--- config.mk ---
export PLATFORM = sky130hd
export DESIGN_NAME = tcpp_top
export DESIGN_NICKNAME = d
export VERILOG_FILES = /design/src/shared/tcpp_pkg.sv /design/src/design/tcpp_sync.sv /design/src/design/tcpp_top.sv
export VERILOG_INCLUDE_DIRS = /design/src /design/src/shared
export SDC_FILE = /design/constraint.sdc
export NUM_CORES = 1
export LEC_CHECK = 0
export BUFFER_PORTS_ARGS = -buffer_cell sky130_fd_sc_hd__buf_4
export CORE_MARGIN = 1
export CORE_UTILIZATION = 58
export CTS_BUF_LIST = sky130_fd_sc_hd__clkbuf_2
export DETAILED_ROUTE_END_ITERATION = 7
export HOLD_SLACK_MARGIN = 0.06
export PLACE_DENSITY = 0.9
export SLEW_MARGIN = 10
export SYNTH_ARGS = -nofsm -noshare
export SYNTH_HDL_FRONTEND = slang
export SYNTH_SLANG_ARGS = --single-unit
export TNS_END_PERCENT = 20
--- constraint.sdc ---
create_clock -name clk -period 5.7 [get_ports clk]
set_clock_uncertainty 0.1 [all_clocks]
set_input_delay 0.855 -clock clk [delete_from_list [all_inputs] [get_ports clk]]
set_output_delay 0.855 -clock clk [all_outputs]
set_load 0.01 [all_outputs]
--- src/shared/tcpp_map.svh ---
// constants of the timer compare / single-pulse / pwm block
// assumes a 16-bit up counter ticked by a cpu clock prescaler or an external clock
`ifndef TCPP_MAP_SVH
`define TCPP_MAP_SVH

// reset values
`define TCPP_CMP_RST     16'h8000
`define TCPP_CNT_RST     16'hFFFC
`define TCPP_PIN_RST     2'h0

// loads applied by the pulse and pwm modes
`define TCPP_CNT_LOAD    16'hFFFC
`define TCPP_CAP_LOAD    16'hFFFD

// clock divider select codes
`define TCPP_CC_DIV4     2'h0
`define TCPP_CC_DIV2     2'h1
`define TCPP_CC_DIV8     2'h2
`define TCPP_CC_EXT      2'h3

// prescaler masks: a tick falls where all masked bits are one
`define TCPP_PRE_DIV2    3'h1
`define TCPP_PRE_DIV4    3'h3
`define TCPP_PRE_DIV8    3'h7

`endif

--- src/shared/tcpp_pkg.sv ---
// types of the timer compare / single-pulse / pwm block
// constants live in tcpp_map.svh
package tcpp_pkg;

   typedef enum logic [1:0] {
      TCPP_NORMAL = 2'b00,
      TCPP_PULSE  = 2'b01,
      TCPP_PWM    = 2'b10
   } tcpp_mode_t;

endpackage

--- src/design/tcpp_sync.sv ---
// three-flop synchroniser with agreement filter for one pin
// assumes clk is the block clock and ce freezes it
`timescale 1ns/100ps
`default_nettype none

module tcpp_sync (
   input  wire logic clk,
   input  wire logic rst,
   input  wire logic ce,
   input  wire logic pin,
   output var  logic level
);

   logic s1_ff;
   logic s2_ff;
   logic s3_ff;
   logic level_ff;

   // a change counts once the second and third stage agree
   wire logic agree = (s2_ff == s3_ff);

   always_ff @(posedge clk) begin
      if (rst) begin
         s1_ff    <= 1'b0;
         s2_ff    <= 1'b0;
         s3_ff    <= 1'b0;
         level_ff <= 1'b0;
      end else if (ce) begin
         s1_ff    <= pin;
         s2_ff    <= s1_ff;
         s3_ff    <= s2_ff;
         if (agree) begin
            level_ff <= s3_ff;
         end
      end
   end

   assign level = level_ff;

endmodule

`default_nettype wire

--- src/design/tcpp_top.sv ---
// 16-bit timer compare, forced output, single-pulse and pwm logic with its counter
// assumes software byte writes arrive as one-cycle strobes on clk; pins are asynchronous
//
// What this block does
// RULE_01 - high byte write inhibits compare until low
// RULE_02 - disabled pin ignores match; flag still sets
// RULE_03 - divide-by-2: match when counter equals compare
// RULE_04 - other clocks: match at compare plus one
// RULE_05 - force copies level, no flag; normal only
// RULE_06 - pulse mode: capture1 triggers, compare1 ends
// RULE_07 - trigger loads FFFC, level2, flag1, FFFD
// RULE_08 - capture flag clears: status read, low access
// RULE_09 - pulse mode compare1 match drives level1
// RULE_10 - software programs duration minus five ticks
// RULE_11 - pulse mode never sets compare flag1
// RULE_12 - both mode bits set means pwm only
// RULE_13 - pulse mode: capture2 still works normally
// RULE_14 - pulse mode: compare2 flags, never drives pin
// RULE_15 - equal levels give constant pin one
// RULE_16 - pwm compare writes take effect at period end
// RULE_17 - pwm: match1 level1, match2 level2 plus reload
// RULE_18 - pwm high pulse spans compare2 minus compare1
// RULE_19 - pwm never sets either compare flag
// RULE_20 - pwm period end sets capture flag1
// RULE_21 - pwm disconnects capture1; capture2 still works
// RULE_22 - flash variant holds flag two bits at zero
// RULE_23 - compare registers reset to 8000h
// RULE_24 - both select bits one picks external clock
// RULE_25 - counter wraps through FFFFh after FFFCh load
`timescale 1ns/100ps
`default_nettype none
`include "tcpp_map.svh"

module tcpp_top
   import tcpp_pkg::*;
(
   input  wire logic        clk,
   input  wire logic        rst,
   input  wire logic        ce,
   input  wire logic [7:0]  cpu_wdata,
   input  wire logic [1:0]  cmp_high_wr,
   input  wire logic [1:0]  cmp_low_wr,
   input  wire logic [1:0]  cmp_low_rd,
   input  wire logic [1:0]  cap_low_acc,
   input  wire logic        status_rd,
   input  wire logic [1:0]  clock_divider_select,
   input  wire logic        ext_edge_rising,
   input  wire logic        capture_edge_one,
   input  wire logic        capture_edge_two,
   input  wire logic        single_pulse_select,
   input  wire logic        pwm_select,
   input  wire logic [1:0]  compare_pin_enable,
   input  wire logic [1:0]  compare_output_level,
   input  wire logic [1:0]  force_output_level,
   input  wire logic        flash_variant,
   input  wire logic        capture_input_pin_one,
   input  wire logic        capture_input_pin_two,
   input  wire logic        ext_clock_pin,
   output var  logic [1:0]  compare_output_pin,
   output var  logic [1:0]  compare_pin_owned,
   output var  logic [15:0] counter_value,
   output var  logic [15:0] compare_value_one,
   output var  logic [15:0] compare_value_two,
   output var  logic [15:0] capture_value_one,
   output var  logic [15:0] capture_value_two,
   output var  logic [1:0]  compare_match_flag,
   output var  logic [1:0]  capture_event_flag
);

   logic [2:0]        pre_ff;
   logic [15:0]       cnt_ff;
   logic              upd_ff;
   logic [1:0][15:0]  buf_ff;
   logic [1:0][15:0]  act_ff;
   logic [1:0]        inh_ff;
   logic [1:0]        cmp_flag_ff;
   logic [1:0]        cmp_arm_ff;
   logic [1:0]        cap_flag_ff;
   logic [1:0]        cap_arm_ff;
   logic [15:0]       cap1_ff;
   logic [15:0]       cap2_ff;
   logic [1:0]        pin_ff;
   logic [1:0]        own_ff;
   logic              cap1_prev_ff;
   logic              cap2_prev_ff;
   logic              ext_prev_ff;

   wire logic cap1_lvl;
   wire logic cap2_lvl;
   wire logic ext_lvl;

   tcpp_sync u_sync_cap1 (.clk(clk), .rst(rst), .ce(ce), .pin(capture_input_pin_one),
                          .level(cap1_lvl));
   tcpp_sync u_sync_cap2 (.clk(clk), .rst(rst), .ce(ce), .pin(capture_input_pin_two),
                          .level(cap2_lvl));
   tcpp_sync u_sync_ext  (.clk(clk), .rst(rst), .ce(ce), .pin(ext_clock_pin),
                          .level(ext_lvl));

   // RULE_12 pwm wins over pulse
   wire tcpp_mode_t mode = pwm_select          ? TCPP_PWM   :
                           single_pulse_select ? TCPP_PULSE : TCPP_NORMAL;
   wire logic is_norm  = (mode == TCPP_NORMAL);
   wire logic is_pulse = (mode == TCPP_PULSE);
   wire logic is_pwm   = (mode == TCPP_PWM);

   // RULE_24 clock source selection
   wire logic sel_div2 = (clock_divider_select == `TCPP_CC_DIV2);
   wire logic sel_div4 = (clock_divider_select == `TCPP_CC_DIV4);
   wire logic sel_div8 = (clock_divider_select == `TCPP_CC_DIV8);
   wire logic sel_ext  = (clock_divider_select == `TCPP_CC_EXT);
   wire logic ext_edge = (ext_lvl != ext_prev_ff) && (ext_lvl == ext_edge_rising);
   wire logic tick = (sel_div2 && ((pre_ff & `TCPP_PRE_DIV2) == `TCPP_PRE_DIV2)) ||
                     (sel_div4 && ((pre_ff & `TCPP_PRE_DIV4) == `TCPP_PRE_DIV4)) ||
                     (sel_div8 && ((pre_ff & `TCPP_PRE_DIV8) == `TCPP_PRE_DIV8)) ||
                     (sel_ext && ext_edge);

   // RULE_21 capture pin one is ignored in pwm
   wire logic edge1 = (cap1_lvl != cap1_prev_ff) && (cap1_lvl == capture_edge_one) && !is_pwm;
   wire logic edge2 = (cap2_lvl != cap2_prev_ff) && (cap2_lvl == capture_edge_two);
   // RULE_06 capture one is the trigger in pulse mode
   wire logic trig = edge1 && is_pulse;

   wire logic [1:0]        m_evt;
   wire logic [1:0][15:0]  target;
   wire logic [1:0][15:0]  nxt_buf;
   wire logic [1:0][15:0]  nxt_act;
   wire logic [1:0]        nxt_inh;
   wire logic [1:0]        cmp_set;
   wire logic [1:0]        cmp_clr;
   wire logic [1:0]        cap_set;
   wire logic [1:0]        cap_clr;
   wire logic [1:0]        nxt_pin;

   wire logic period_end = is_pwm && m_evt[1];

   genvar i;
   for (i = 0; i < 2; i++) begin : g_ch
      assign nxt_buf[i] = {cmp_high_wr[i] ? cpu_wdata : buf_ff[i][15:8],
                           cmp_low_wr[i]  ? cpu_wdata : buf_ff[i][7:0]};
      // RULE_16 pwm holds new values until the period ends
      assign nxt_act[i] = (!is_pwm || period_end) ? nxt_buf[i] : act_ff[i];
      // RULE_01 inhibit between high and low byte writes
      assign nxt_inh[i] = cmp_high_wr[i] ? 1'b1 : (cmp_low_wr[i] ? 1'b0 : inh_ff[i]);
      // RULE_03 RULE_04 match point depends on the clock rate
      assign target[i]  = sel_div2 ? act_ff[i] : 16'(act_ff[i] + 16'h0001);
      assign m_evt[i]   = upd_ff && (cnt_ff == target[i]) && !inh_ff[i];
      // RULE_08 second step of the two-step clear
      assign cmp_clr[i] = cmp_arm_ff[i] && (cmp_low_wr[i] || cmp_low_rd[i]);
      assign cap_clr[i] = cap_arm_ff[i] && cap_low_acc[i];
   end

   // RULE_11 RULE_19 RULE_22 compare flag sources per mode
   assign cmp_set[0] = m_evt[0] && is_norm;
   assign cmp_set[1] = m_evt[1] && !is_pwm && !flash_variant;
   // RULE_07 RULE_20 capture flag one sources
   assign cap_set[0] = edge1 || period_end;
   // RULE_13 RULE_22 capture two works in every mode
   assign cap_set[1] = edge2 && !flash_variant;

   // RULE_02 RULE_05 RULE_09 RULE_15 RULE_17 RULE_18 pin one level selection
   wire logic pin0_norm = force_output_level[0] || m_evt[0];
   wire logic pin0_hit  = is_norm ? pin0_norm : (trig || m_evt[0] || (is_pwm && m_evt[1]));
   wire logic pin0_val  = (trig || (is_pwm && m_evt[1])) ? compare_output_level[1] :
                          compare_output_level[0];
   assign nxt_pin[0] = (compare_pin_enable[0] && pin0_hit) ? pin0_val : pin_ff[0];
   // RULE_14 compare two drives its pin only in normal mode
   assign nxt_pin[1] = (compare_pin_enable[1] && is_norm &&
                        (force_output_level[1] || m_evt[1])) ? compare_output_level[1] :
                       pin_ff[1];

   // RULE_07 RULE_17 RULE_25 counter load and wrap
   wire logic        cnt_load = trig || period_end;
   wire logic [15:0] nxt_cnt  = cnt_load ? `TCPP_CNT_LOAD :
                                (tick ? 16'(cnt_ff + 16'h0001) : cnt_ff);

   // set wins over clear on every flag
   wire logic [1:0] nxt_cmp_flag = (cmp_set | (cmp_flag_ff & ~cmp_clr)) &
                                   {~flash_variant, 1'b1};
   wire logic [1:0] nxt_cap_flag = (cap_set | (cap_flag_ff & ~cap_clr)) &
                                   {~flash_variant, 1'b1};
   // RULE_08 first step arms on a status read while set
   wire logic [1:0] nxt_cmp_arm = (status_rd ? cmp_flag_ff : cmp_arm_ff) & ~cmp_clr;
   wire logic [1:0] nxt_cap_arm = (status_rd ? cap_flag_ff : cap_arm_ff) & ~cap_clr;

   wire logic [15:0] nxt_cap1 = trig ? `TCPP_CAP_LOAD : (edge1 ? cnt_ff : cap1_ff);
   wire logic [15:0] nxt_cap2 = cap_set[1] ? cnt_ff : cap2_ff;

   always_ff @(posedge clk) begin
      if (rst) begin
         pre_ff <= 3'h0;
         cnt_ff <= `TCPP_CNT_RST;
         upd_ff <= 1'b0;
      end else if (ce) begin
         pre_ff <= 3'(pre_ff + 3'h1);
         cnt_ff <= nxt_cnt;
         upd_ff <= cnt_load || tick;
      end
   end

   // RULE_23 compare registers start at mid-scale
   always_ff @(posedge clk) begin
      if (rst) begin
         buf_ff <= {2{`TCPP_CMP_RST}};
         act_ff <= {2{`TCPP_CMP_RST}};
         inh_ff <= 2'h0;
      end else if (ce) begin
         buf_ff <= nxt_buf;
         act_ff <= nxt_act;
         inh_ff <= nxt_inh;
      end
   end

   always_ff @(posedge clk) begin
      if (rst) begin
         cmp_flag_ff <= 2'h0;
         cmp_arm_ff  <= 2'h0;
         cap_flag_ff <= 2'h0;
         cap_arm_ff  <= 2'h0;
         cap1_ff     <= 16'h0000;
         cap2_ff     <= 16'h0000;
      end else if (ce) begin
         cmp_flag_ff <= nxt_cmp_flag;
         cmp_arm_ff  <= nxt_cmp_arm;
         cap_flag_ff <= nxt_cap_flag;
         cap_arm_ff  <= nxt_cap_arm;
         cap1_ff     <= nxt_cap1;
         cap2_ff     <= nxt_cap2;
      end
   end

   // pin latch is held low through reset
   always_ff @(posedge clk) begin
      if (rst) begin
         pin_ff       <= `TCPP_PIN_RST;
         own_ff       <= 2'h0;
         cap1_prev_ff <= 1'b0;
         cap2_prev_ff <= 1'b0;
         ext_prev_ff  <= 1'b0;
      end else if (ce) begin
         pin_ff       <= nxt_pin;
         own_ff       <= compare_pin_enable;
         cap1_prev_ff <= cap1_lvl;
         cap2_prev_ff <= cap2_lvl;
         ext_prev_ff  <= ext_lvl;
      end
   end

   assign compare_output_pin = pin_ff;
   assign compare_pin_owned  = own_ff;
   assign counter_value      = cnt_ff;
   assign compare_value_one  = buf_ff[0];
   // in the flash variant this readback is undefined to software
   assign compare_value_two  = buf_ff[1];
   assign capture_value_one  = cap1_ff;
   assign capture_value_two  = cap2_ff;
   assign compare_match_flag = cmp_flag_ff;
   assign capture_event_flag = cap_flag_ff;
endmodule

`default_nettype wire

# Yosys cells after proc, flatten, opt, wreduce, memory -nomap -nowiden
# Cells that the tools add are included.
dict set report totals {
  ff_bits 145
  latchBits 0
  ram_bits 0
  rom_bits 0
  in_bits 37
  output_inout_bits 88
  word_cells 145
  mem_count 0
}
dict set report op_classes {
  add_sub_neg 4
  n_mul 0
  div_mod_pow 0
  magnitude_cmp 0
  eq_ne 18
  shifts 0
  mux 20
  bitwise_logic 11
  n_reduce_logical 59
}
# operator n
set ops {}
lappend ops {{2-to-1 mux 16 bit} 6}
lappend ops {{adder 16 x 1 -> 16 bit (second input constant)} 3}
lappend ops {{equality test 16 bit} 2}
lappend ops {{2-to-1 mux 8 bit} 4}
lappend ops {{logical AND 1 bit} 25}
lappend ops {{AND reduction 2 bit} 11}
lappend ops {{logical OR 1 bit} 13}
lappend ops {{AND 2 bit} 6}
lappend ops {{equality test 2 bit (second input constant)} 4}
lappend ops {{nonzero test 2 bit} 4}
lappend ops {{2-to-1 mux 1 bit} 7}
lappend ops {{equality test 1 bit} 6}
lappend ops {{2-to-1 mux 2 bit} 3}
lappend ops {{equality test 2 x 1 -> 1 bit (second input constant)} 2}
lappend ops {{logical NOT 1 bit} 4}
lappend ops {{logical NOT 2 bit} 2}
lappend ops {{NOT 2 bit} 2}
lappend ops {{bitwise OR 2 bit} 2}
lappend ops {{adder 3 x 1 -> 3 bit (second input constant)} 1}
lappend ops {{equality test 3 bit (second input constant)} 1}
lappend ops {{inequality test 1 bit} 3}
lappend ops {{NOT 1 bit} 1}

# Depth between registers and ports, before layout
# Gate-level depths: netlist of the first run.
dict set report depth {
  ltp_word 11
  ltp_mapped 13
  depth_no_buf 10
}

# Hierarchy
# A second synthesis of the first run with hierarchy kept.
dict set report hier_totals {
  hier_cells 959
  hier_area_um2 7726.2
}
# module n_inst cells_each area_per_inst_um2 seq_area_each_um2
set modules_own_cells {}
lappend modules_own_cells {tcpp_top 1 911 7211.9 2662.6}
lappend modules_own_cells {tcpp_sync 3 16 171.4 80.1}

# Least setup slack after synthesis of the first run
# Ideal clock, no wire load.
dict set report synth_path {
  kind {input -> register}
  from {in clock_divider_select[1]}
  to {reg cnt_ff[0], in the netlist counter_value[0]}
  setup_ps 115
  arrival_time_ps 3300
  required_time_ps 5485
  path_slack_ps 2185
  stages 11
  cell_sequence {nand2b_1 -> buf_4 -> nand3_2 -> or4_1 -> xnor2_1 -> or4_1 -> or4b_1 -> nand2_2 -> buf_6 -> a21oi_1 -> o21ba_2}
}
dict set report synth_via {
  elab_chain_len 9
  elab_cells_between_ends 20
  classes_between {4 x eq/ne; 2 x mux; 14 x reduce/logical}
}
# element line
set synth_lines {}
lappend synth_lines {{start, declared} tcpp_top.sv:46} ;# input wire logic [1:0] clock_divider_select,
lappend synth_lines {{equality test 2 x 1 -> 1 bit (no line)} -}
lappend synth_lines {{2-to-1 mux 16 bit} tcpp_top.sv:145} ;# assign target[i] = sel_div2 ? act_ff[i] : 16'(act_ff[i] + 16'h0001);
lappend synth_lines {{equality test 16 bit} tcpp_top.sv:146} ;# assign m_evt[i] = upd_ff && (cnt_ff == target[i]) && !inh_ff[i];
lappend synth_lines {{logical AND 1 bit (2 in a row)} tcpp_top.sv:146}
lappend synth_lines {{logical AND 1 bit} tcpp_top.sv:134} ;# wire logic period_end = is_pwm && m_evt[1];
lappend synth_lines {{logical OR 1 bit} tcpp_top.sv:172} ;# wire logic cnt_load = trig || period_end;
lappend synth_lines {{nonzero test 2 bit (no line)} -}
lappend synth_lines {{AND reduction 2 bit (no line)} -}
lappend synth_lines {{end signal, assigned} tcpp_top.sv:191} ;# cnt_ff <= `TCPP_CNT_RST;
lappend synth_lines {{end signal, assigned} tcpp_top.sv:195} ;# cnt_ff <= nxt_cnt;
lappend synth_lines {{end, declared} tcpp_top.sv:71} ;# logic [15:0] cnt_ff;
# Several ways; a longest one is shown, not always the timed one.
# A chain may end at the register's enable or synchronous reset.

# Worst setup path in the final report of the first run
dict set report layout_path {
  from {reg act_ff[17] (netlist name)}
  to {reg act_ff[15] (netlist name)}
}
dict set report layout_via {
  elab_chain_len 8
}
# element line
set layout_lines {}
lappend layout_lines {{start, declared} tcpp_top.sv:74} ;# logic [1:0][15:0] act_ff;
lappend layout_lines {{start signal, assigned} tcpp_top.sv:204} ;# act_ff <= {2{`TCPP_CMP_RST}};
lappend layout_lines {{start signal, assigned} tcpp_top.sv:208} ;# act_ff <= nxt_act;
lappend layout_lines {{adder 16 x 1 -> 16 bit} tcpp_top.sv:145}
lappend layout_lines {{2-to-1 mux 16 bit (*)} tcpp_top.sv:145}
lappend layout_lines {{equality test 16 bit (*)} tcpp_top.sv:146}
lappend layout_lines {{logical AND 1 bit (*) (2 in a row)} tcpp_top.sv:146}
lappend layout_lines {{logical AND 1 bit (*)} tcpp_top.sv:134}
lappend layout_lines {{logical OR 1 bit (*)} tcpp_top.sv:141} ;# assign nxt_act[i] = (!is_pwm || period_end) ? nxt_buf[i] : act_ff[i];
lappend layout_lines {{AND reduction 2 bit (no line) (*)} -}
# Every way passes the cells marked *; elsewhere a longest branch is shown, timed or not.

==> impl_metrics.csv, run 1 <==
group,metric,value,unit
outcome,outcome,"completed",
yosys,yosysSeqAreaShare,38.6,%
yosys,ys_types,61,
cts,post_cts_buffers,0,
setup_path,cp_data_required_time,6.23,ns
yosys,synth_edf_count,0,
hold_path,min_path_cells,3,
sta,final.setup.tns,0,ns
floorplan,pin_count,125,
yosys,synth_top_cell_by_area,"dfxtp_1",
route,num_vias,6838,
route,dr_wl_met3,1.46,mm
route,met2_length,8.85,mm
yosys,post_synth.cell_area_avg,8.38,sq um
route,drtIter0Drc,612,
yosys,async_flop_share,0,%
place,hpwl,13.2,mm
floorplan,chipWidth,116,microns
power_and_ir_drop,p_total,1.82,mW
place,dpl.cell_count,1116,
cts,cts_max_level,4,
run,cap_violations,0,
final_layout,syn_to_final_growth,12.9,%
sta,period_minus_slack,4.02,ns
final_layout,layout.cells.non_filler,1145,
yosys,synthCells,897,
setup_path,crit_chain,"ha_1, nand2b_4, a211o_1, a211oi_1, o32ai_1, or4_4, a2111oi_4, o21a_2, buf_12, nor2b_1, a211o_1",
sta,max_slew_margin,25.2,%
sta,layout_worst_path_cycle_share,70.6,%
floorplan,die_y,116,microns
floorplan,coreArea,12600,sq um
floorplan,rows,41,
setup_path,crit_buf_inv,1,
cts,clkTransAtPathRegs,0.19,ns
cts,postCtsResizedCells,0,
place,placed_cell_area,8320,sq um
sta,setup_violations,0,
setup_path,crit_fanout,48,
setup_path,crit_family,"compound AO/OA/AOI/OAI gates",
setup_path,cp.arrival,4.55,ns
yosys,syn_area,7520,sq um
setup_path,cp.depth,11,
cts,cts_sinks,145,
yosys,yosys-top-cells-area,"dfxtp_1 (39%), mux2i_1 (8.5%), nor2_1 (6.3%), a211oi_2 (4.7%), a21oi_1 (4.7%)",
place,gp_congestion,0.883,
route,m1WireLength,8.33,mm
final_layout,antennaDiodeCount,0,
cts,ctsRootBufferMaster,"clkbuf_2",
global_routing,grt_overflow,0,
setup_path,cp_slowest_cell,"or4_4",
final_layout,drive_above_1_share,20.0,%
sta,worst_pin_slew,1.12,ns
route,wl,19.2,mm
setup_path,end_kind,"flip-flop",
global_routing,grt_max_degree,106,
power_and_ir_drop,ir_drop,152,uV
cts,clk-insertion-delay-late,0.72,ns
route,drtAntennaViolNets,0,
final_layout,final_cell_area,8490,sq um
setup_path,r2r_cells,11,
global_routing,grt_pass1_wl,30.2,mm
setup_path,max_stage_delay,0.56,ns
route,wl_per_cell,16.8,microns
sta,fmax,0.249,GHz
yosys,synth-warning-count,0,
global_routing,grt_usage,29.1,%
global_routing,antenna_found_initial,0,
cts,cts.path.max_buffers,2,
floorplan,start_util,59.6,%
sta,hold_viol,0,
setup_path,critPathMostFrequentCell,"a211o_1",
floorplan,dieArea,13400,sq um
sta,rsz0062_at_grt,"false",
yosys,synth-main-ff-cell,"dfxtp_1",
yosys,yosysTopAreaCellShare,38.6,%
place,portBuffers,124,
power_and_ir_drop,power_density,214,nW/um^2
cts,cts_made_buffers,17,
sta,slew_viol_final,0,
yosys,synth_seq_cells,145,
setup_path,critPathLaunchType,"flip-flop",
final_layout,nNetsFinal,1005,
global_routing,grt_pass1_vias,6052,
route,dr.max_layer_used,"met4",
yosys,syn-num-nets,939,
power_and_ir_drop,p_leak,3.46,nW
cts,cts_tree,"done",
route,drt_pass1_iterations,5,
route,drc,0,
route,viasPerCell,5.97,
cts,hold_buffers,0,
setup_path,path_class,"flip-flop to flip-flop",
hold_path,hold_path_class,"input pin to flip-flop",
-- flip-flops by register name, indices dropped and copies added, names as in the netlist, 3 cells and up --
| signal | flops |
|---|---|
| act_ff | 32 |
| capture_value_one | 16 |
| capture_value_two | 16 |
| compare_value_one | 16 |
| compare_value_two | 16 |
| counter_value | 16 |
| pre_ff | 3 |
-- report_power, final --
part           switching (mW)  total [mW]  internal (mW)
Clock                   0.337       0.489          0.152
Combinational           0.138       0.240          0.101
Sequential             0.0391        1.09           1.05
-- kinds of logic after synthesis --
kind of cell / after synthesis / synth area share, %
AND/OR/NAND/NOR: 352 / 22.0
AO/OA/AOI/OAI: 197 / 19.3
flip-flops: 145 / 38.6
buffers and inverters: 92 / 5.71
multiplexers: 67 / 8.97
XOR/XNOR: 39 / 4.54
adder cells (fa/ha/maj): 5 / 0.832
-- worst register-to-register path, delay by kind of cell, from the launching register on --
family                   cells  cell delay [ns]
adder cells (fa/ha/maj)      1             0.46
AND/OR/NAND/NOR              3             0.75
buffers and inverters        1             0.30
AO/OA/AOI/OAI                6             1.87
flip-flops                   1             0.48
-- stage by stage --
step,util [%],setup WS [ns],hold slack (ns)
global placement,65.9,1.21,0.338
floorplan,-,2.18,0.328
finish,67.3,1.68,0.256
global route,67.3,1.44,0.201
detailed placement,65.9,1.15,0.353
CTS,67.3,1.69,0.211
-- cell type report --
class | count | area, sq um
clock inverter | 8 | 67.6
fill | 1068 | 4130
timing repair buffer | 127 | 966
clock buffer | 21 | 105
sequential | 145 | 2900
multi-input combinational | 660 | 4190
inverter | 12 | 45.0
tap | 172 | 215
-- cell usage after synthesis, drive strengths merged (4+ instances only) --
| cell type | count |
|---|---|
| a211o | 6 |
| a211oi | 51 |
| a21o | 13 |
| a21oi | 70 |
| a31oi | 4 |
| and2 | 6 |
| and3 | 9 |
| and4 | 4 |
| buf | 22 |
| clkbuf | 58 |
| dfxtp | 145 |
| ha | 5 |
| inv | 11 |
| mux2i | 64 |
| nand2 | 93 |
| nand2b | 6 |
| nand3 | 40 |
| nand3b | 5 |
| nand4 | 17 |
| nor2 | 127 |
| nor2b | 5 |
| nor3 | 15 |
| nor4 | 7 |
| nor4b | 7 |
| o21ai | 13 |
| o21bai | 10 |
| o22ai | 4 |
| or4 | 5 |
| xnor2 | 25 |
| xor2 | 14 |
-- path summary, 6_finish.rpt --
kind / endpoint / slack (ns) / start
max reg2reg: act_ff[15]$_SDFFE_PP1P_ / 1.68 / act_ff[17]$_SDFFE_PP0P_
min reg2reg: cmp_arm_ff[0]$_SDFFE_PP0P_ / 0.38 / cmp_arm_ff[0]$_SDFFE_PP0P_
max: act_ff[15]$_SDFFE_PP1P_ / 1.68 / act_ff[17]$_SDFFE_PP0P_
min: u_sync_cap1.s1_ff$_SDFFE_PP0P_ / 0.26 / capture_input_pin_one
-- metal layers --
layer	track usage, %	vias to the layer above
met5	0	-
met4	13.1	0
met3	5.49	55
met2	46.8	300
met1	38.1	3177
li1	-	3306
-- cells in the final DEF (no fill, tap or decap), types with 6 or more instances in the layout --
master,n
nand2_1,92
a21o_1,13
a21oi_1,70
nor4b_1,7
nor3_1,15
inv_1,11
a211o_1,6
nor2_1,127
dfxtp_1,145
clkbuf_2,21
buf_4,126
a211oi_2,28
o21bai_1,10
and3_1,8
a211oi_1,23
and2_1,6
xor2_1,14
o21ai_0,13
nand4_1,17
xnor2_1,25
nand3_1,39
nor4_1,7
mux2i_1,64
Power figures use the tool's default switching activity.
==> run 2, diff against run 1 <==
- clock period: 5.7 -> 3.78 ns (I/O delays scaled with it)
==> run 2 against run 1 <==
Global-route usage grew 2.6 points; final cell count grew 4.5%; hold slack got worse by 0.11 ns; routed wire length is 8.1% higher; largest cell class unchanged; cell area increased by 7.0%; combinational power increased by 68%; sequential power increased by 50%; sequential share of layout area down 2.2 points.
==> impl_metrics.csv, run 2 (synthesized netlist as in run 1, its figures left out) <==
group,metric,value,unit
outcome,outcome,"completed",
sta,max_slew_margin,30.6,%
power_and_ir_drop,power_density,339,nW/um^2
global_routing,grt_pass1_wl,33.1,mm
route,drc,0,
final_layout,syn_to_final_growth,20.8,%
floorplan,start_util,59.6,%
power_and_ir_drop,p_seq_share,53.2,%
power_and_ir_drop,switchingPower,0.827,mW
cts,ctsRootBufferMaster,"clkbuf_2",
final_layout,num-fill-cells,977,
hold_path,holdPathEnd,"cmp_arm_ff[0]$_SDFFE_PP0P_",
power_and_ir_drop,intPower,2.25,mW
setup_path,timing.rr.start,"act_ff[17]$_SDFFE_PP0P_",
final_layout,final_cell_mix,"buf_4 (148), dfxtp_1 (145), nor2_1 (127)",
final_layout,multi_input_area,4200,sq um
sta,fmax,0.285,GHz
cts,clkTransAtPathRegs,0.19,ns
cts,cts.path.max_buffers,2,
hold_path,min_from,"cmp_low_rd[0]",
global_routing,grt_max_degree,87,
setup_path,path_class,"flip-flop to flip-flop",
setup_path,cp.arrival,4.05,ns
cts,cts_tree,"done",
route,wl_per_cell,17.3,microns
sta,final.setup.tns,0,ns
setup_path,cp_data_required_time,4.32,ns
sta,hold_viol,0,
cts,cts_made_buffers,17,
setup_path,end_kind,"flip-flop",
sta,layout_worst_path_cycle_share,92.8,%
final_layout,nNetsFinal,1055,
cts,cts_sinks,145,
setup_path,crit_chain,"ha_1, inv_1, or4_1, xnor2_1, or4_1, or4b_1, nand2_4, buf_4, a21oi_1, o21bai_1",
final_layout,top_register,"act_ff",
place,placed_cell_area,8540,sq um
cts,cts_max_level,4,
floorplan,chipWidth,116,microns
sta,worst_pin_slew,1.04,ns
global_routing,antenna_found_initial,0,
setup_path,r2r_slack,0.27,ns
route,viasPerCell,5.94,
setup_path,max_stage_delay,0.57,ns
final_layout,drive_above_1_share,21.7,%
setup_path,r2r-end,"counter_value[12]$_SDFFE_PP1P_",
final_layout,layout_commonest_cell,"buf_4",
hold_path,hold_path_class,"input pin to flip-flop",
cts,clk-insertion-delay-late,0.73,ns
setup_path,critPathMostFrequentCell,"or4_1",
hold_path,min_path_cells,4,
setup_path,crit_fanout,22,
setup_path,cp_slowest_cell,"or4_1",
final_layout,largest_reg_flops,32,
setup_path,critPathLaunchType,"flip-flop",
setup_path,r2r_cells,10,
route,num_vias,7110,
place,hpwl,13.9,mm
sta,rsz0062_at_grt,"false",
final_layout,antennaDiodeCount,0,
power_and_ir_drop,ir_drop,272,uV
floorplan,rows,41,
setup_path,crit_family,"simple AND/OR/NAND/NOR gates",
setup_path,crit_buf_inv,2,
route,wl,20.8,mm
floorplan,coreArea,12600,sq um
floorplan,pin_count,125,
final_layout,final_cell_area,9080,sq um
power_and_ir_drop,clkPwrFrac,33.7,%
global_routing,grt_usage,31.8,%
sta,setup_violations,0,
power_and_ir_drop,p_leak,3.75,nW
power_and_ir_drop,combPwrFrac,13.0,%
place,portBuffers,124,
sta,slew_viol_final,0,
sta,period_minus_slack,3.51,ns
power_and_ir_drop,switching_share,26.8,%
global_routing,grt_overflow,0,
route,drtAntennaViolNets,0,
run,cap_violations,0,
place,gp_congestion,0.908,
route,drtIter0Drc,681,
global_routing,grt_pass1_vias,6644,
floorplan,die_y,116,microns
floorplan,dieArea,13400,sq um
final_layout,register_area,2900,sq um
route,drt_pass1_iterations,5,
-- run 2: area by class of cell --
| cell class | instances | area share, % |
|---|---|---|
| Inverter | 12 | 0.496 |
| Tap cell | 172 | 2.37 |
| Clock inverter | 13 | 2.12 |
| Clock buffer | 18 | 0.992 |
| Sequential cell | 145 | 32.0 |
| Multi-Input combinational cell | 660 | 46.2 |
| Timing Repair Buffer | 177 | 15.9 |
-- run 2: how the worst max path moves through the flow --
stage / start / to / cells after the start
4_1_cts: act_ff[17]$_SDFFE_PP0P_ / counter_value[12]$_SDFFE_PP1P_ / 10
3_5_place_dp: clock_divider_select[1] / counter_value[12]$_SDFFE_PP1P_ / 12
6_report: act_ff[17]$_SDFFE_PP0P_ / counter_value[12]$_SDFFE_PP1P_ / 10
2_1_floorplan: clock_divider_select[1] / counter_value[0]$_SDFFE_PP0P_ / 11
3_3_place_gp: clock_divider_select[1] / counter_value[14]$_SDFFE_PP1P_ / 11
5_1_grt: act_ff[16]$_SDFFE_PP0P_ / act_ff[17]$_SDFFE_PP0P_ / 12
-- run 2: what timing repair did --
| item | CTS | global route |
|---|---|---|
| endpoints found under the hold margin | 50 | 0 |
| hold buffers | 25 | 0 |
| resized for setup | 0 | 1 |
| setup endpoints to repair | 0 | 1 |
| setup buffers | 0 | 0 |
-- run 2: metal layers --
layer	wire length [microns]	part of all wire, %	track usage [%]
met1	8770	42	40.2
met2	9840	47	52.5
met5	0	0	0
met4	556	2.7	14.0
met3	1600	7.7	6.38
-- run 2: worst register-to-register path, stage by stage, from the launching register on --
cell and delay (ns):
dfxtp_1 0.46, ha_1 0.38, inv_1 0.06, or4_1 0.54
xnor2_1 0.14, or4_1 0.57, or4b_1 0.56, nand2_4 0.26
buf_4 0.17, a21oi_1 0.04, o21bai_1 0.14
-- run 2: power by group through the flow --
stage / Sequential [mW] / Combinational, mW / Clock [mW]
6_report: 1.64 / 0.402 / 1.04
3_3_place_gp: 1.67 / 0.362 / 0
2_1_floorplan: 1.66 / 0.254 / 0
3_5_place_dp: 1.67 / 0.372 / 0
4_1_cts: 1.64 / 0.397 / 1.05
5_1_grt: 1.65 / 0.436 / 1.11
-- run 2: through the flow --
step / setup WS (ns) / hold WS, ns / power, mW / std cells / util, %
3_3_place_gp: 0.266 / 0.336 / 2.03 / 1141 / 67.7
4_1_cts: 0.239 / 0.0760 / 3.08 / 1197 / 71.9
6_report: 0.274 / 0.149 / 3.08 / 1197 / 72.0
2_1_floorplan: 0.553 / 0.328 / 1.91 / 897 / -
5_1_grt: 0.0580 / 0.109 / 3.19 / 1197 / 72.0
3_5_place_dp: 0.203 / 0.348 / 2.04 / 1141 / 67.7
==> run 3, diff against run 2 <==
- CORE_ASPECT_RATIO: not set -> 2
- CTS_CLUSTER_SIZE: not set -> 10
==> run 3 against run 2 <==
Register-to-register slack lost 0.03 ns; final cell count shrank 1.9%; core utilization shrank 1.2 points; via count grew 2.0%.
==> impl_metrics.csv, run 3 (synthesized netlist as in run 1, its figures left out) <==
group,metric,value,unit
global_routing,grt_overflow,0,
global_routing,grt_pass1_wl,33.3,mm
final_layout,nNetsFinal,1052,
sta,hold_viol,0,
final_layout,syn_to_final_growth,18.8,%
cts,cts_tree,"done",
power_and_ir_drop,ir_drop,261,uV
route,wl_per_cell,18.2,microns
route,wl,21.4,mm
floorplan,start_util,59.6,%
global_routing,grt_pass1_vias,6793,
sta,final.setup.tns,0,ns
route,drtAntennaViolNets,0,
cts,postCtsResizedCells,0,
setup_path,crit_chain,"ha_1, nand2b_4, a211o_1, a211oi_1, o32ai_1, or4_4, a2111oi_4, o21a_2, buf_4, nor2_1, a211oi_2",
final_layout,layout_commonest_cell,"buf_4",
cts,cts_made_buffers,17,
sta,rsz0062_at_grt,"false",
sta,worst_pin_slew,1.12,ns
final_layout,num-fill-cells,970,
sta,slew_viol_final,0,
route,viasPerCell,6.18,
setup_path,max_stage_delay,0.58,ns
place,hpwl,14.8,mm
final_layout,drive_above_1_share,22.0,%
setup_path,path_class,"flip-flop to flip-flop",
floorplan,dieArea,13500,sq um
cts,ctsRootBufferMaster,"clkbuf_2",
power_and_ir_drop,p_leak,3.68,nW
place,portBuffers,124,
cts,clk-insertion-delay-late,0.74,ns
place,gp_congestion,0.960,
cts,cts_sinks,145,
floorplan,chipWidth,82.5,microns
run,cap_violations,0,
setup_path,cp_slowest_cell,"or4_4",
sta,max_slew_margin,25.3,%
power_and_ir_drop,power_density,321,nW/um^2
setup_path,cp_data_required_time,4.34,ns
final_layout,multi_input_area,4190,sq um
route,drc,0,
floorplan,pin_count,125,
route,num_vias,7255,
setup_path,crit_buf_inv,1,
sta,layout_worst_path_cycle_share,93.5,%
setup_path,crit_fanout,11,
final_layout,top_register,"act_ff",
sta,fmax,0.283,GHz
setup_path,crit_family,"compound AO/OA/AOI/OAI gates",
cts,clkTransAtPathRegs,0.22,ns
global_routing,grt_usage,32.9,%
route,dr_wl_met3,1.12,mm
route,drt_pass1_iterations,6,
final_layout,register_area,2900,sq um
floorplan,die_y,163,microns
route,drtIter0Drc,574,
sta,period_minus_slack,3.53,ns
outcome,outcome,"completed",
setup_path,cp.arrival,4.09,ns
final_layout,largest_reg_flops,32,
route,m1WireLength,7.91,mm
hold_path,hold_path_class,"input pin to flip-flop",
sta,timing.hold.ws,0.108,ns
route,met2_length,10.9,mm
floorplan,coreArea,12600,sq um
global_routing,antenna_found_initial,1,
final_layout,final_cell_mix,"buf_4 (150), dfxtp_1 (145), nor2_1 (127)",
global_routing,grt_max_degree,93,
setup_path,end_kind,"flip-flop",
setup_path,critPathLaunchType,"flip-flop",
cts,cts.path.max_buffers,2,
sta,setup_violations,0,
floorplan,rows,58,
route,dr.max_layer_used,"met4",
cts,cts_max_level,4,
## run 3: changes by cell type in the layout (fill, tap and decap cells not counted), sizes merged
cell / previous run / this run
clkinvlp: 1 / 4
diode: 0 / 1
dlygate4sd3: 25 / 21
clkbuf: 18 / 19
inv: 11 / 14
buf: 152 / 153
bufinv: 5 / 1
clkinv: 8 / 6
## run 3: stage by stage
stage | utilization (%) | total power, mW | area, sq um | cells | setup slack, ns
6_report | 70.7 | 2.87 | 8930 | 1174 | 0.247
2_1_floorplan | - | 1.91 | 7520 | 897 | 0.553
5_1_grt | 70.7 | 2.99 | 8930 | 1174 | 0.0442
3_3_place_gp | 67.4 | 2.03 | 8510 | 1120 | 0.182
4_1_cts | 70.6 | 2.87 | 8920 | 1172 | 0.253
3_5_place_dp | 67.4 | 2.04 | 8510 | 1120 | 0.0744
## run 3: power by group
part | internal, mW | switching (mW) | total, mW
clock | 0.242 | 0.587 | 0.829
sequential | 1.58 | 0.0605 | 1.64
combinational | 0.174 | 0.220 | 0.394
## run 3: tightest hold or removal path, delay by kind of cell
| family | cells | cell delay (ns) |
|---|---|---|
| muxes | 1 | 0.12 |
| AOI/OAI and AO/OA | 1 | 0.11 |
| buffers and inverters | 1 | 0.09 |
| and+or+nand+nor | 1 | 0.04 |
## run 3: final timing paths
| path | to | cells after the start | slack, ns | startpoint |
|---|---|---|---|---|
| max | act_ff[6]$_SDFFE_PP0P_ | 11 | 0.25 | act_ff[17]$_SDFFE_PP0P_ |
| max reg2reg | act_ff[6]$_SDFFE_PP0P_ | 11 | 0.25 | act_ff[17]$_SDFFE_PP0P_ |
| min reg2reg | u_sync_ext.level$_SDFFE_PP0P_ | 2 | 0.39 | u_sync_ext.s2_ff$_SDFFE_PP0P_ |
| min | compare_output_pin[0]$_SDFFE_PP0P_ | 4 | 0.11 | compare_output_level[0] |
## run 3: layout make-up
| type | count | area share, % |
|---|---|---|
| Antenna cell | 1 | 0.0280 |
| Inverter | 12 | 0.504 |
| Sequential cell | 145 | 32.5 |
| Clock buffer | 19 | 1.06 |
| Timing Repair Buffer | 174 | 15.6 |
| Multi-Input combinational cell | 660 | 46.9 |
| Tap cell | 150 | 2.10 |
| Clock inverter | 13 | 1.26 |
## run 3: layer usage
metal	track usage [%]	up-vias
li1	-	3410
met3	5.53	100
met5	0	-
met2	55.8	319
met4	23.9	0
met1	35.6	3426
## run 3: timing repair
action | CTS | global route
endpoints found under the hold margin | 52 | 7
hold buffers | 20 | 1
setup buffers | 0 | 0
